<file path="config.mk">
export PLATFORM = sky130hd
export DESIGN_NAME = counter_array
export DESIGN_NICKNAME = d
export VERILOG_FILES = /design/src/shared/counter_array_pkg.sv /design/src/rtl/pin_edge_detect.sv /design/src/rtl/channel_output.sv /design/src/rtl/counter_array.sv
export SDC_FILE = /design/constraint.sdc
export NUM_CORES = 1
export LEC_CHECK = 0
export BUFFER_PORTS_ARGS = -buffer_cell sky130_fd_sc_hd__buf_2
export CAP_MARGIN = 20
export CORE_UTILIZATION = 40
export CTS_CLUSTER_DIAMETER = 100
export CTS_CLUSTER_SIZE = 16
export DETAILED_ROUTE_END_ITERATION = 6
export PLACE_DENSITY = 0.62
export SETUP_SLACK_MARGIN = 0.1
export SYNTH_ARGS = -nofsm -noshare
export SYNTH_HDL_FRONTEND = slang
export SYNTH_SLANG_ARGS = --single-unit
</file>
<file path="constraint.sdc">
create_clock -name clk -period 2.54 [get_ports clk]
set_input_delay 0.254 -clock clk [delete_from_list [all_inputs] [get_ports clk]]
set_output_delay 0.254 -clock clk [all_outputs]
set_load 0.005 [all_outputs]
</file>
<file path="src/shared/counter_array_pkg.sv">
package counter_array_pkg;
  // Array size and the one module that may act as a guard timer
  localparam int NUM_MODULES = 5;
  localparam int GUARD_MODULE = 4;

  // Register offsets on the register port
  localparam logic [7:0] ARRAY_CONTROL_ADDR = 8'hd8;
  localparam logic [7:0] ARRAY_MODE_ADDR = 8'hd9;
  localparam logic [7:0] MODE_BASE = 8'hda;
  localparam logic [7:0] COUNTER_LOW_ADDR = 8'he9;
  localparam logic [7:0] COMPARE_LOW_BASE = 8'hea;
  localparam logic [7:0] COUNTER_HIGH_ADDR = 8'hf9;
  localparam logic [7:0] COMPARE_HIGH_BASE = 8'hfa;

  // Field positions of module_mode_reg
  localparam int COMPARATOR_EN_BIT = 6;
  localparam int RISE_CAPTURE_BIT = 5;
  localparam int FALL_CAPTURE_BIT = 4;
  localparam int MATCH_EN_BIT = 3;
  localparam int TOGGLE_BIT = 2;
  localparam int PWM_EN_BIT = 1;
  localparam int IRQ_EN_BIT = 0;
  localparam logic [7:0] MODE_WRITE_MASK = 8'h7f;

  // Field positions of array_control_reg and array mode register
  localparam int RUN_BIT = 6;
  localparam int GUARD_TIMER_BIT = 6;

  // Values after reset
  localparam logic [7:0] MODE_RESET = 8'h00;
  localparam logic [7:0] COMPARE_RESET = 8'h00;
  localparam logic [15:0] COUNTER_RESET = 16'h0000;
  localparam logic PIN_IDLE = 1'b1;

  // Low byte value at which the next count wraps to zero
  localparam logic [7:0] LOW_BYTE_TOP = 8'hff;
endpackage

</file>
<file path="src/rtl/pin_edge_detect.sv">
module pin_edge_detect (
  input wire logic clk,
  input wire logic reset_n,
  input wire logic pin_in,
  output logic rise,
  output logic fall
);
  import counter_array_pkg::*;

  logic sync_first, sync_second, prev;
  logic next_first, next_second, next_prev;

  // Two-stage synchroniser plus one history stage
  always_comb begin
    next_first = pin_in;
    next_second = sync_first;
    next_prev = sync_second;
  end

  always_ff @(posedge clk or negedge reset_n) begin
    if (!reset_n) begin
      sync_first <= PIN_IDLE;
      sync_second <= PIN_IDLE;
      prev <= PIN_IDLE;
    end else begin
      sync_first <= next_first;
      sync_second <= next_second;
      prev <= next_prev;
    end
  end

  // One pulse per transition
  assign rise = sync_second & ~prev;
  assign fall = ~sync_second & prev;
endmodule // pin_edge_detect

</file>
<file path="src/rtl/channel_output.sv">
module channel_output (
  input wire logic clk,
  input wire logic reset_n,
  input wire logic toggle_mode,
  input wire logic pwm_mode,
  input wire logic match_hit,
  input wire logic [7:0] count_low,
  input wire logic [7:0] duty,
  output logic pin_out,
  output logic pin_oe_n
);
  import counter_array_pkg::*;

  logic next_pin_out, next_oe_n;

  // Pin level: duty compare in pwm, inversion on match in toggle mode
  always_comb begin
    next_pin_out = pin_out;
    if (pwm_mode) begin
      next_pin_out = (count_low >= duty);
    end else if (toggle_mode && match_hit) begin
      next_pin_out = ~pin_out;
    end
    next_oe_n = ~(pwm_mode | toggle_mode);
  end

  always_ff @(posedge clk or negedge reset_n) begin
    if (!reset_n) begin
      pin_out <= PIN_IDLE;
      pin_oe_n <= 1'b1;
    end else begin
      pin_out <= next_pin_out;
      pin_oe_n <= next_oe_n;
    end
  end
endmodule // channel_output

</file>
<file path="src/rtl/counter_array.sv">
// Overview of operation
// - Capture on rising, falling, or either edge per the two capture bits.
// - A valid pin edge copies the 16-bit counter into the compare bytes.
// - Capture or match sets the event flag; request needs flag and enable.
// - With comparator and match enabled, compare counter each count.
// - Writing a compare high byte sets that module's comparator enable.
// - Writing a compare low byte clears a set comparator enable.
// - Toggle, match and comparator enabled, pwm off: invert pin on every match.
// - All pwm outputs share the counter period; duty per module.
// - Pwm pin low while counter low byte is below active duty, else high.
// - On low byte wrap, active duty reloads from the high compare byte.
// - Pwm mode needs both pwm enable and comparator enable set.
// - Only module 4 can be the guard timer; otherwise it works normally.
// - Guard match raises an internal reset, never the external reset pin.
// - Clearing the guard enable before a match prevents the reset.
// - Mode register bits 6..0 as listed; bit 7 reserved; reset zero.
// - Five identical modules, each with its own compare bytes.
//
// Chosen here: the strobed register port.
module counter_array (
  input wire logic clk,
  input wire logic reset_n,
  input wire logic [7:0] addr,
  input wire logic [7:0] wdata,
  input wire logic wr,
  input wire logic rd,
  output logic [7:0] rdata,
  input wire logic [counter_array_pkg::NUM_MODULES-1:0] pin_in,
  output logic [counter_array_pkg::NUM_MODULES-1:0] pin_out,
  output logic [counter_array_pkg::NUM_MODULES-1:0] pin_oe_n,
  output logic irq_request,
  output logic internal_reset
);
  import counter_array_pkg::*;

  localparam int N = NUM_MODULES;

  // Address inside a block of per-module registers
  function automatic logic in_block(input logic [7:0] a,
                                    input logic [7:0] base);
    return (a >= base) && (a < base + 8'(N));
  endfunction

  // Module index of an address inside a block
  function automatic logic [2:0] block_index(input logic [7:0] a,
                                             input logic [7:0] base);
    logic [7:0] diff;
    diff = a - base;
    return diff[2:0];
  endfunction

  logic [15:0] count, next_count;
  logic run, next_run;
  logic guard_en, next_guard_en;
  logic [N-1:0] flag, next_flag;
  logic [7:0] mode [N];
  logic [7:0] next_mode [N];
  logic [7:0] low [N];
  logic [7:0] next_low [N];
  logic [7:0] high [N];
  logic [7:0] next_high [N];
  logic [7:0] next_rdata;
  logic next_irq, next_internal_reset;

  logic tick, wrap;
  logic [N-1:0] rise, fall, cap_evt, hit, irq_en;
  logic [N-1:0] pwm_active, toggle_mode;

  // Pin edge detectors and output stages, one per module
  for (genvar g = 0; g < N; g++) begin : g_module
    pin_edge_detect u_edge (
      .clk(clk),
      .reset_n(reset_n),
      .pin_in(pin_in[g]),
      .rise(rise[g]),
      .fall(fall[g])
    );
    channel_output u_out (
      .clk(clk),
      .reset_n(reset_n),
      .toggle_mode(toggle_mode[g]),
      .pwm_mode(pwm_active[g]),
      .match_hit(hit[g]),
      .count_low(count[7:0]),
      .duty(low[g]),
      .pin_out(pin_out[g]),
      .pin_oe_n(pin_oe_n[g])
    );
  end

  // Counter advance and per-module event decode
  always_comb begin
    tick = run;
    wrap = tick && (count[7:0] == LOW_BYTE_TOP);
    for (int i = 0; i < N; i++) begin
      cap_evt[i] = (mode[i][RISE_CAPTURE_BIT] & rise[i]) |
                   (mode[i][FALL_CAPTURE_BIT] & fall[i]);
      hit[i] = tick && mode[i][COMPARATOR_EN_BIT] &&
               mode[i][MATCH_EN_BIT] &&
               (count == {high[i], low[i]});
      irq_en[i] = mode[i][IRQ_EN_BIT];
      pwm_active[i] = mode[i][PWM_EN_BIT] &&
                      mode[i][COMPARATOR_EN_BIT];
      toggle_mode[i] = mode[i][TOGGLE_BIT] && mode[i][MATCH_EN_BIT] &&
                       mode[i][COMPARATOR_EN_BIT] && !pwm_active[i];
    end
  end

  // Counter, control bits and event flags
  always_comb begin
    next_count = count;
    if (tick) begin
      next_count = count + 16'h0001;
    end
    if (wr && addr == COUNTER_LOW_ADDR) begin
      next_count[7:0] = wdata;
    end
    if (wr && addr == COUNTER_HIGH_ADDR) begin
      next_count[15:8] = wdata;
    end
    next_run = run;
    next_flag = flag;
    if (wr && addr == ARRAY_CONTROL_ADDR) begin
      next_run = wdata[RUN_BIT];
      next_flag = wdata[N-1:0];
    end
    next_flag = next_flag | hit | cap_evt;
    next_guard_en = guard_en;
    if (wr && addr == ARRAY_MODE_ADDR) begin
      next_guard_en = wdata[GUARD_TIMER_BIT];
    end
  end

  always_ff @(posedge clk or negedge reset_n) begin
    if (!reset_n) begin
      count <= COUNTER_RESET;
      run <= 1'b0;
      flag <= '0;
      guard_en <= 1'b0;
    end else begin
      count <= next_count;
      run <= next_run;
      flag <= next_flag;
      guard_en <= next_guard_en;
    end
  end

  // Mode and compare bytes per module
  always_comb begin
    for (int i = 0; i < N; i++) begin
      next_mode[i] = mode[i];
      next_low[i] = low[i];
      next_high[i] = high[i];
      if (wr && in_block(addr, MODE_BASE) &&
          block_index(addr, MODE_BASE) == 3'(i)) begin
        next_mode[i] = wdata & MODE_WRITE_MASK;
      end
      if (wr && in_block(addr, COMPARE_LOW_BASE) &&
          block_index(addr, COMPARE_LOW_BASE) == 3'(i)) begin
        next_low[i] = wdata;
        next_mode[i][COMPARATOR_EN_BIT] = 1'b0;
      end
      if (wr && in_block(addr, COMPARE_HIGH_BASE) &&
          block_index(addr, COMPARE_HIGH_BASE) == 3'(i)) begin
        next_high[i] = wdata;
        next_mode[i][COMPARATOR_EN_BIT] = 1'b1;
      end
      if (pwm_active[i] && wrap) begin
        next_low[i] = high[i];
      end
      if (cap_evt[i]) begin
        next_low[i] = count[7:0];
        next_high[i] = count[15:8];
      end
    end
  end

  always_ff @(posedge clk or negedge reset_n) begin
    if (!reset_n) begin
      for (int i = 0; i < N; i++) begin
        mode[i] <= MODE_RESET;
        low[i] <= COMPARE_RESET;
        high[i] <= COMPARE_RESET;
      end
    end else begin
      for (int i = 0; i < N; i++) begin
        mode[i] <= next_mode[i];
        low[i] <= next_low[i];
        high[i] <= next_high[i];
      end
    end
  end

  // Read data, interrupt request and guard reset
  always_comb begin
    next_rdata = 8'h00;
    if (rd) begin
      if (addr == COUNTER_LOW_ADDR) begin
        next_rdata = count[7:0];
      end else if (addr == COUNTER_HIGH_ADDR) begin
        next_rdata = count[15:8];
      end else if (addr == ARRAY_CONTROL_ADDR) begin
        next_rdata = 8'h00;
        next_rdata[RUN_BIT] = run;
        next_rdata[N-1:0] = flag;
      end else if (addr == ARRAY_MODE_ADDR) begin
        next_rdata = 8'h00;
        next_rdata[GUARD_TIMER_BIT] = guard_en;
      end else if (in_block(addr, MODE_BASE)) begin
        next_rdata = mode[block_index(addr, MODE_BASE)];
      end else if (in_block(addr, COMPARE_LOW_BASE)) begin
        next_rdata = low[block_index(addr, COMPARE_LOW_BASE)];
      end else if (in_block(addr, COMPARE_HIGH_BASE)) begin
        next_rdata = high[block_index(addr, COMPARE_HIGH_BASE)];
      end
    end
    next_irq = |(flag & irq_en);
    next_internal_reset = guard_en && hit[GUARD_MODULE];
  end

  always_ff @(posedge clk or negedge reset_n) begin
    if (!reset_n) begin
      rdata <= 8'h00;
      irq_request <= 1'b0;
      internal_reset <= 1'b0;
    end else begin
      rdata <= next_rdata;
      irq_request <= next_irq;
      internal_reset <= next_internal_reset;
    end
  end
endmodule // counter_array

</file>
# Yosys cells after proc, flatten, opt, wreduce, memory -nomap -nowiden
# Cells that the tools add are included.
# totals
ff_bits	173
input_bits	25
word_cells	323
out_inout_bits	20
# op_classes
bitwise_logic	56
mux	71
order_cmp	14
n_eq_ne	22
reduce_logical	103
n_addsub	4
# ops
op	count
8-bit 2-to-1 mux	41
16-bit equality test	5
8-bit binary-select mux with 3-bit select	3
1-bit logical AND	72
8-bit equality test (second input constant)	5
8-bit greater-or-equal comparator	5
7-bit 2-to-1 mux	5
3-bit nonzero test	10
8-bit greater-or-equal comparator (second input constant)	3
8-bit less-than comparator (second input constant)	3
2-bit nonzero test	12
1-bit AND	20
1-bit 2-to-1 mux	20
1-bit NOT	20
3-bit by 2-bit equality test with 1-bit output (second input constant)	6
16-bit by 1-bit adder with 16-bit output (second input constant)	1
16-bit 2-to-1 mux	1
4-bit greater-or-equal comparator (second input constant)	3
3-bit NOT with 4-bit output	3
1-bit bitwise OR	10
5-bit bitwise OR	2
3-bit by 1-bit equality test with 1-bit output (second input constant)	3
3-bit equality test (second input constant)	3
3-bit logical NOT	3
5 further kinds	11

# Longest topological paths before layout
# logic_depth
ltp_word	13
mapped_depth	10
depth_no_buf	8

# Modules after synthesis
# A second synthesis with hierarchy kept.
# unflattened
hier_cells	1184
hier_area_um2	11268.3
# modules_own_cells
module	area_each_um2	seq_area_each_um2	cells_per_inst	n_inst
counter_array	9347.7	3703.6	1004	1
channel_output	290.3	52.6	31	5
pin_edge_detect	93.8	78.8	5	5

# Worst setup path before layout
# No wires, ideal clock.
# synth_path
kind	register -> register
from	reg count[0]
to	reg g_module[0].u_out.pin_out
stages_incl_launch_ff	10
slack_ns	0.068
synth_period_minus_slack_ns	2.472
arrival_time_ns	2.391
setup_ns	0.081
path_buffers	1
cell_sequence	dfrtp_1 -> clkbuf_1 -> inv_1 -> ha_1 -> nand4_1 -> or4_4 -> nor4b_4 -> nand3_1 -> o21a_1 -> o221a_1
# synth_via
elab_chain_len	4
word_cells_on_any_way	6
cone_classes	1 x order compare; 1 x eq/ne; 1 x mux; 3 x reduce/logical
# synth_lines
element	line	text
start, declared	counter_array.sv:52	logic [15:0] count, next_count;
start signal, assigned	counter_array.sv:141	count <= next_count;
branches (longest 4 deep; another with 8-bit greater-or-equal comparator)	-	
end signal, assigned	channel_output.sv:32	pin_out <= next_pin_out;
end, declared	channel_output.sv:9	output logic pin_out,
# Parallel ways; which one is timed is not known.
# A chain may end at the register's enable or synchronous reset.

# Final worst setup path
# layout_path
from	reg count[7]
to	reg g_module[4].u_out.pin_out
# layout_via
elab_chain_len	4
word_cells_on_any_way	6
cone_classes	1 x order compare; 1 x eq/ne; 1 x mux; 3 x reduce/logical
# layout_lines
element	line
branches (longest 4 deep; another with 8-bit greater-or-equal comparator)	-
end signal, assigned	channel_output.sv:32
end, declared	channel_output.sv:9
# Parallel ways; which one is timed is not known.

==> results by group <==
Outcome
  – Result of the run: finished, final reports clean

Worst setup path
  – Critical Path End Type: register
  – Setup slack on the worst flop-to-flop path: 170 ps
  – Critical Path, Cell by Cell: buf_4 -> ha_1 -> nand3_1 -> nor4_1 -> buf_4 -> nand4_1 -> mux2i_1 -> a211oi_1
  – Critical path type: reg2reg
  – Slowest library cell on the worst path: sky130_fd_sc_hd__dfrtp_1
  – Arrival time at the worst endpoint: 2730 ps
  – Nature of the critical path startpoint: register
  – RR Startpoint: count[7]
  – Critical path peak fanout: 13
  – Delay of the slowest cell on the worst path: 420 ps
  – Crit path buffers/inverters: 2
  – Worst Reg2Reg Path Length in Cells: 8
  – Gate family responsible for the most delay along the worst path: simple AND/OR/NAND/NOR gates
  – Data required time at the worst endpoint: 2900 ps
  – Worst r2r dst: g_module[4].u_out.pin_out
  – Crit-path most repeated cell: sky130_fd_sc_hd__buf_4

Synthesis
  – Main flop type after synthesis: sky130_fd_sc_hd__dfrtp_1
  – Number of synthesis warnings: 0
  – Top cells by area in the synthesized netlist: sky130_fd_sc_hd__dfrtp_1 33%, sky130_fd_sc_hd__mux2_2 8.3%, sky130_fd_sc_hd__dfstp_2 5.9%, sky130_fd_sc_hd__mux2i_1 5.4%, sky130_fd_sc_hd__ha_1 4.7%
  – Post-synthesis sequential element count: 173
  – Area share of the largest cell type after synthesis: 0.333
  – Top cell type by total area after synthesis: sky130_fd_sc_hd__dfrtp_1
  – Post-Synthesis Cell Area: 11100 um2
  – Share of the yosys chip area belonging to registers: 0.392
  – Post-synthesis cell count: 1193
  – Synthesized net count: 1260
  – Post-synthesis async set-or-reset flop share: 1.00
  – Avg Synthesized Cell Area: 9.32 um2
  – Most used standard cell by instance count after synthesis: sky130_fd_sc_hd__dfrtp_1
  – Commonest cells in the netlist: 148 x sky130_fd_sc_hd__dfrtp_1, 132 x sky130_fd_sc_hd__nand2_1, 127 x sky130_fd_sc_hd__nor2_1, 82 x sky130_fd_sc_hd__mux2_2, 81 x sky130_fd_sc_hd__a21oi_1
  – Distinct cell type count after synthesis: 71
  – EDFF count, synth: 0

Final layout
  – Fraction of final layout cells with drive strength greater than 1: 0.237
  – Final antenna diode count: 0
  – Total non-filler cell area in the finished layout: 12700 um2
  – Number of nets in the layout: 1312
  – Signed area change from the synthesized netlist to the final layout: 14.0%

Place
  – # port buffers: 44
  – Weighted congestion reported at the end of routability-driven placement: 1.03
  – HPWL Detailed: 28500 um
  – Post-Place Worst Slack: -43.0 ps
  – Placed standard-cell area: 12000 um2

Power and ir drop
  – Power density over the cells: 875 nW/um2
  – Combinational group share of total power: 0.354
  – Peak supply drop: 0.395 mV
  – Net Sw Power: 0.00465 W
  – Clock share of power: 0.242
  – Power Total: 0.0111 W
  – Switching part of the total power: 0.419
  – Leakage power: 5.79 nW
  – Sequential power share: 0.405
  – Internal power of the cells: 0.00644 W

STA
  – Final period demand of the worst path: 2370 ps
  – Setup repair after global routing missed its margin: true
  – Final hold violations: 0
  – Layout Skew: 11.5 ps
  – Maximum clock rate: 422 MHz
  – Final worst-path cycle share: 0.934
  – Worst slack on hold paths: 149 ps
  – Worst slew margin relative to its limit: 0.447
  – Worst-Margin Slew: 819 ps
  – Final count of negative-setup-slack endpoints: 0
  – Pins over their slew limit: 0
  – Minimum setup slack in the final design: 168 ps

Clocking
  – Sinks on the clock net: 173
  – Clk buf depth: 2
  – Count of buffers added by post-CTS timing repair for setup: 0
  – Clock network latency to the later pin of the worst-skew pair: 450 ps
  – Maximum level of the CTS H-tree: 4
  – Clock Pin Slew Worst Setup and Hold Paths: 70 ps
  – Buffer type at the clock tree root: sky130_fd_sc_hd__clkbuf_16
  – Number of buffers created by CTS: 17
  – TritonCTS clock tree: done

Global route
  – Wire length of the first global-routing pass: 59100 um
  – Antenna violations before repair: 0
  – Total Routing Usage GR: 0.284
  – Largest net degree at the start of global routing: 72
  – Vias in the first global route: 9065
  – Congestion Overflow GR: 0

Min path
  – End point of the worst hold path: rdata[2]
  – Kind of path behind the tightest hold check: in2reg
  – Min-Delay Path Depth: 3
  – HP Start: rd

Drt
  – Detailed-route via count: 9632
  – Initial drt markers: 1238
  – DRC violation count after routing: 0
  – Routed wire length per instance: 24.2 um
  – Detailed-route vias per instance: 5.91
  – Total Routed Length: 39400 um
  – Drt pass-1 iters: 6
  – Post-DRT Antenna Nets: 0

Die
  – Floorplan die area: 28500 um2
  – I/O pin cnt: 45
  – Total number of placement rows: 60
  – Die Wd: 169 um
  – Die height: 169 um
  – Core outline area: 27100 um2
  – Starting Density: 0.410

Flow run
  – Maxcap violations: 0
[state kept, by name, indices dropped and copies added, names as in the netlist, 5 cells and up]
signal                       cells
high                            40
low                             40
mode                            30
count                           16
rdata                            8
flag                             5
g_module.u_edge.next_prev        5
g_module.u_edge.next_second      5
g_module.u_edge.prev             5
g_module.u_out.pin_oe_n          5
g_module.u_out.pin_out           5
irq_en                           5
[routing by layer]
metal | global-route usage | share of wire | vias up
met4 | 0.133 | 0.048 | 0
met3 | 0.0552 | 0.087 | 107
met1 | 0.397 | 0.43 | 4682
li1 | - | - | 4343
met2 | 0.422 | 0.43 | 500
met5 | 0 | 0 | -
[worst max path at each step]
stage | start | to | slack, ps | depth (start not counted)
global route | count[3] | g_module[2].u_out.pin_out | 90 | 8
finish | count[7] | g_module[4].u_out.pin_out | 170 | 8
global placement | count[3] | g_module[2].u_out.pin_out | 9 | 8
CTS | count[4] | g_module[4].u_out.pin_out | 100 | 9
detailed placement | count[3] | g_module[2].u_out.pin_out | -40 | 8
floorplan | count[0] | g_module[0].u_out.pin_out | 210 | 9
[final cells by class]
class | count | area [um2]
Fill cell | 2603 | 14400
Multi-Input combinational cell | 878 | 6170
Sequential cell | 173 | 4360
Timing Repair Buffer | 124 | 892
Tap cell | 372 | 465
Clock buffer | 17 | 425
Inverter | 51 | 191
Clock inverter | 15 | 166
[stage by stage]
stage	std cells	util	TNS (ps)
after floorplan	1193	-	0
final	1630	0.467	0
after global routing	1630	0.467	0
after CTS	1630	0.467	0
after global placement	1592	0.442	0
after detailed placement	1592	0.442	-43.0
[cell families after synthesis]
group | count (synthesis) | share of synthesized area
AND/OR/NAND/NOR | 369 | 0.152
AO/OA/AOI/OAI | 263 | 0.158
flip-flops | 173 | 0.392
multiplexers | 148 | 0.149
buffers and inverters | 142 | 0.0567
XOR/XNOR | 56 | 0.0441
adder cells (fa/ha/maj) | 42 | 0.0473
[placed cells by master, fill, tap and decap left out, types with 7 or more instances in the layout]
master | synthesis | routed
sky130_fd_sc_hd__ha_1 | 42 | 42
sky130_fd_sc_hd__inv_1 | 50 | 49
sky130_fd_sc_hd__nor2_1 | 127 | 127
sky130_fd_sc_hd__nand3_1 | 29 | 28
sky130_fd_sc_hd__xor2_1 | 41 | 41
sky130_fd_sc_hd__dfstp_2 | 25 | 25
sky130_fd_sc_hd__nand2_1 | 132 | 132
sky130_fd_sc_hd__buf_4 | 16 | 70
sky130_fd_sc_hd__a21o_1 | 16 | 16
sky130_fd_sc_hd__nor2b_1 | 8 | 8
sky130_fd_sc_hd__o21ai_0 | 36 | 36
sky130_fd_sc_hd__buf_2 | 22 | 43
sky130_fd_sc_hd__a22oi_1 | 11 | 11
sky130_fd_sc_hd__mux2_2 | 82 | 82
sky130_fd_sc_hd__nand4_1 | 16 | 16
sky130_fd_sc_hd__mux2i_1 | 60 | 60
sky130_fd_sc_hd__xnor2_1 | 15 | 15
sky130_fd_sc_hd__nor4_1 | 9 | 7
sky130_fd_sc_hd__and2_1 | 7 | 7
sky130_fd_sc_hd__clkbuf_16 | 0 | 17
sky130_fd_sc_hd__a21oi_1 | 81 | 81
sky130_fd_sc_hd__a31oi_1 | 49 | 47
sky130_fd_sc_hd__nor3_1 | 9 | 9
sky130_fd_sc_hd__dfrtp_1 | 148 | 147
[timing repair]
action / 4_1_cts / 5_1_grt
gates cloned: 0 / 0
hold buffers: 6 / 0
endpoints found under the hold margin: 38 / 0
resized for setup: 2 / 5
setup endpoints to repair: 1 / 42
[power by group through the flow]
stage | sequential [W] | combinational (W) | clock (W)
6_report | 0.00449 | 0.00392 | 0.00268
2_1_floorplan | 0.00392 | 0.00270 | 0
4_1_cts | 0.00443 | 0.00383 | 0.00271
3_5_place_dp | 0.00448 | 0.00378 | 0
5_1_grt | 0.00454 | 0.00429 | 0.00284
3_3_place_gp | 0.00448 | 0.00371 | 0
[worst reg2reg max path, cell delays in order, from the launching register on]
cell                       delay, ps
sky130_fd_sc_hd__dfrtp_1         420
sky130_fd_sc_hd__buf_4           240
sky130_fd_sc_hd__ha_1            340
sky130_fd_sc_hd__nand3_1         140
sky130_fd_sc_hd__nor4_1          410
sky130_fd_sc_hd__buf_4           220
sky130_fd_sc_hd__nand4_1         120
sky130_fd_sc_hd__mux2i_1         160
sky130_fd_sc_hd__a211oi_1        260
(Power assumes the default switching activity.)
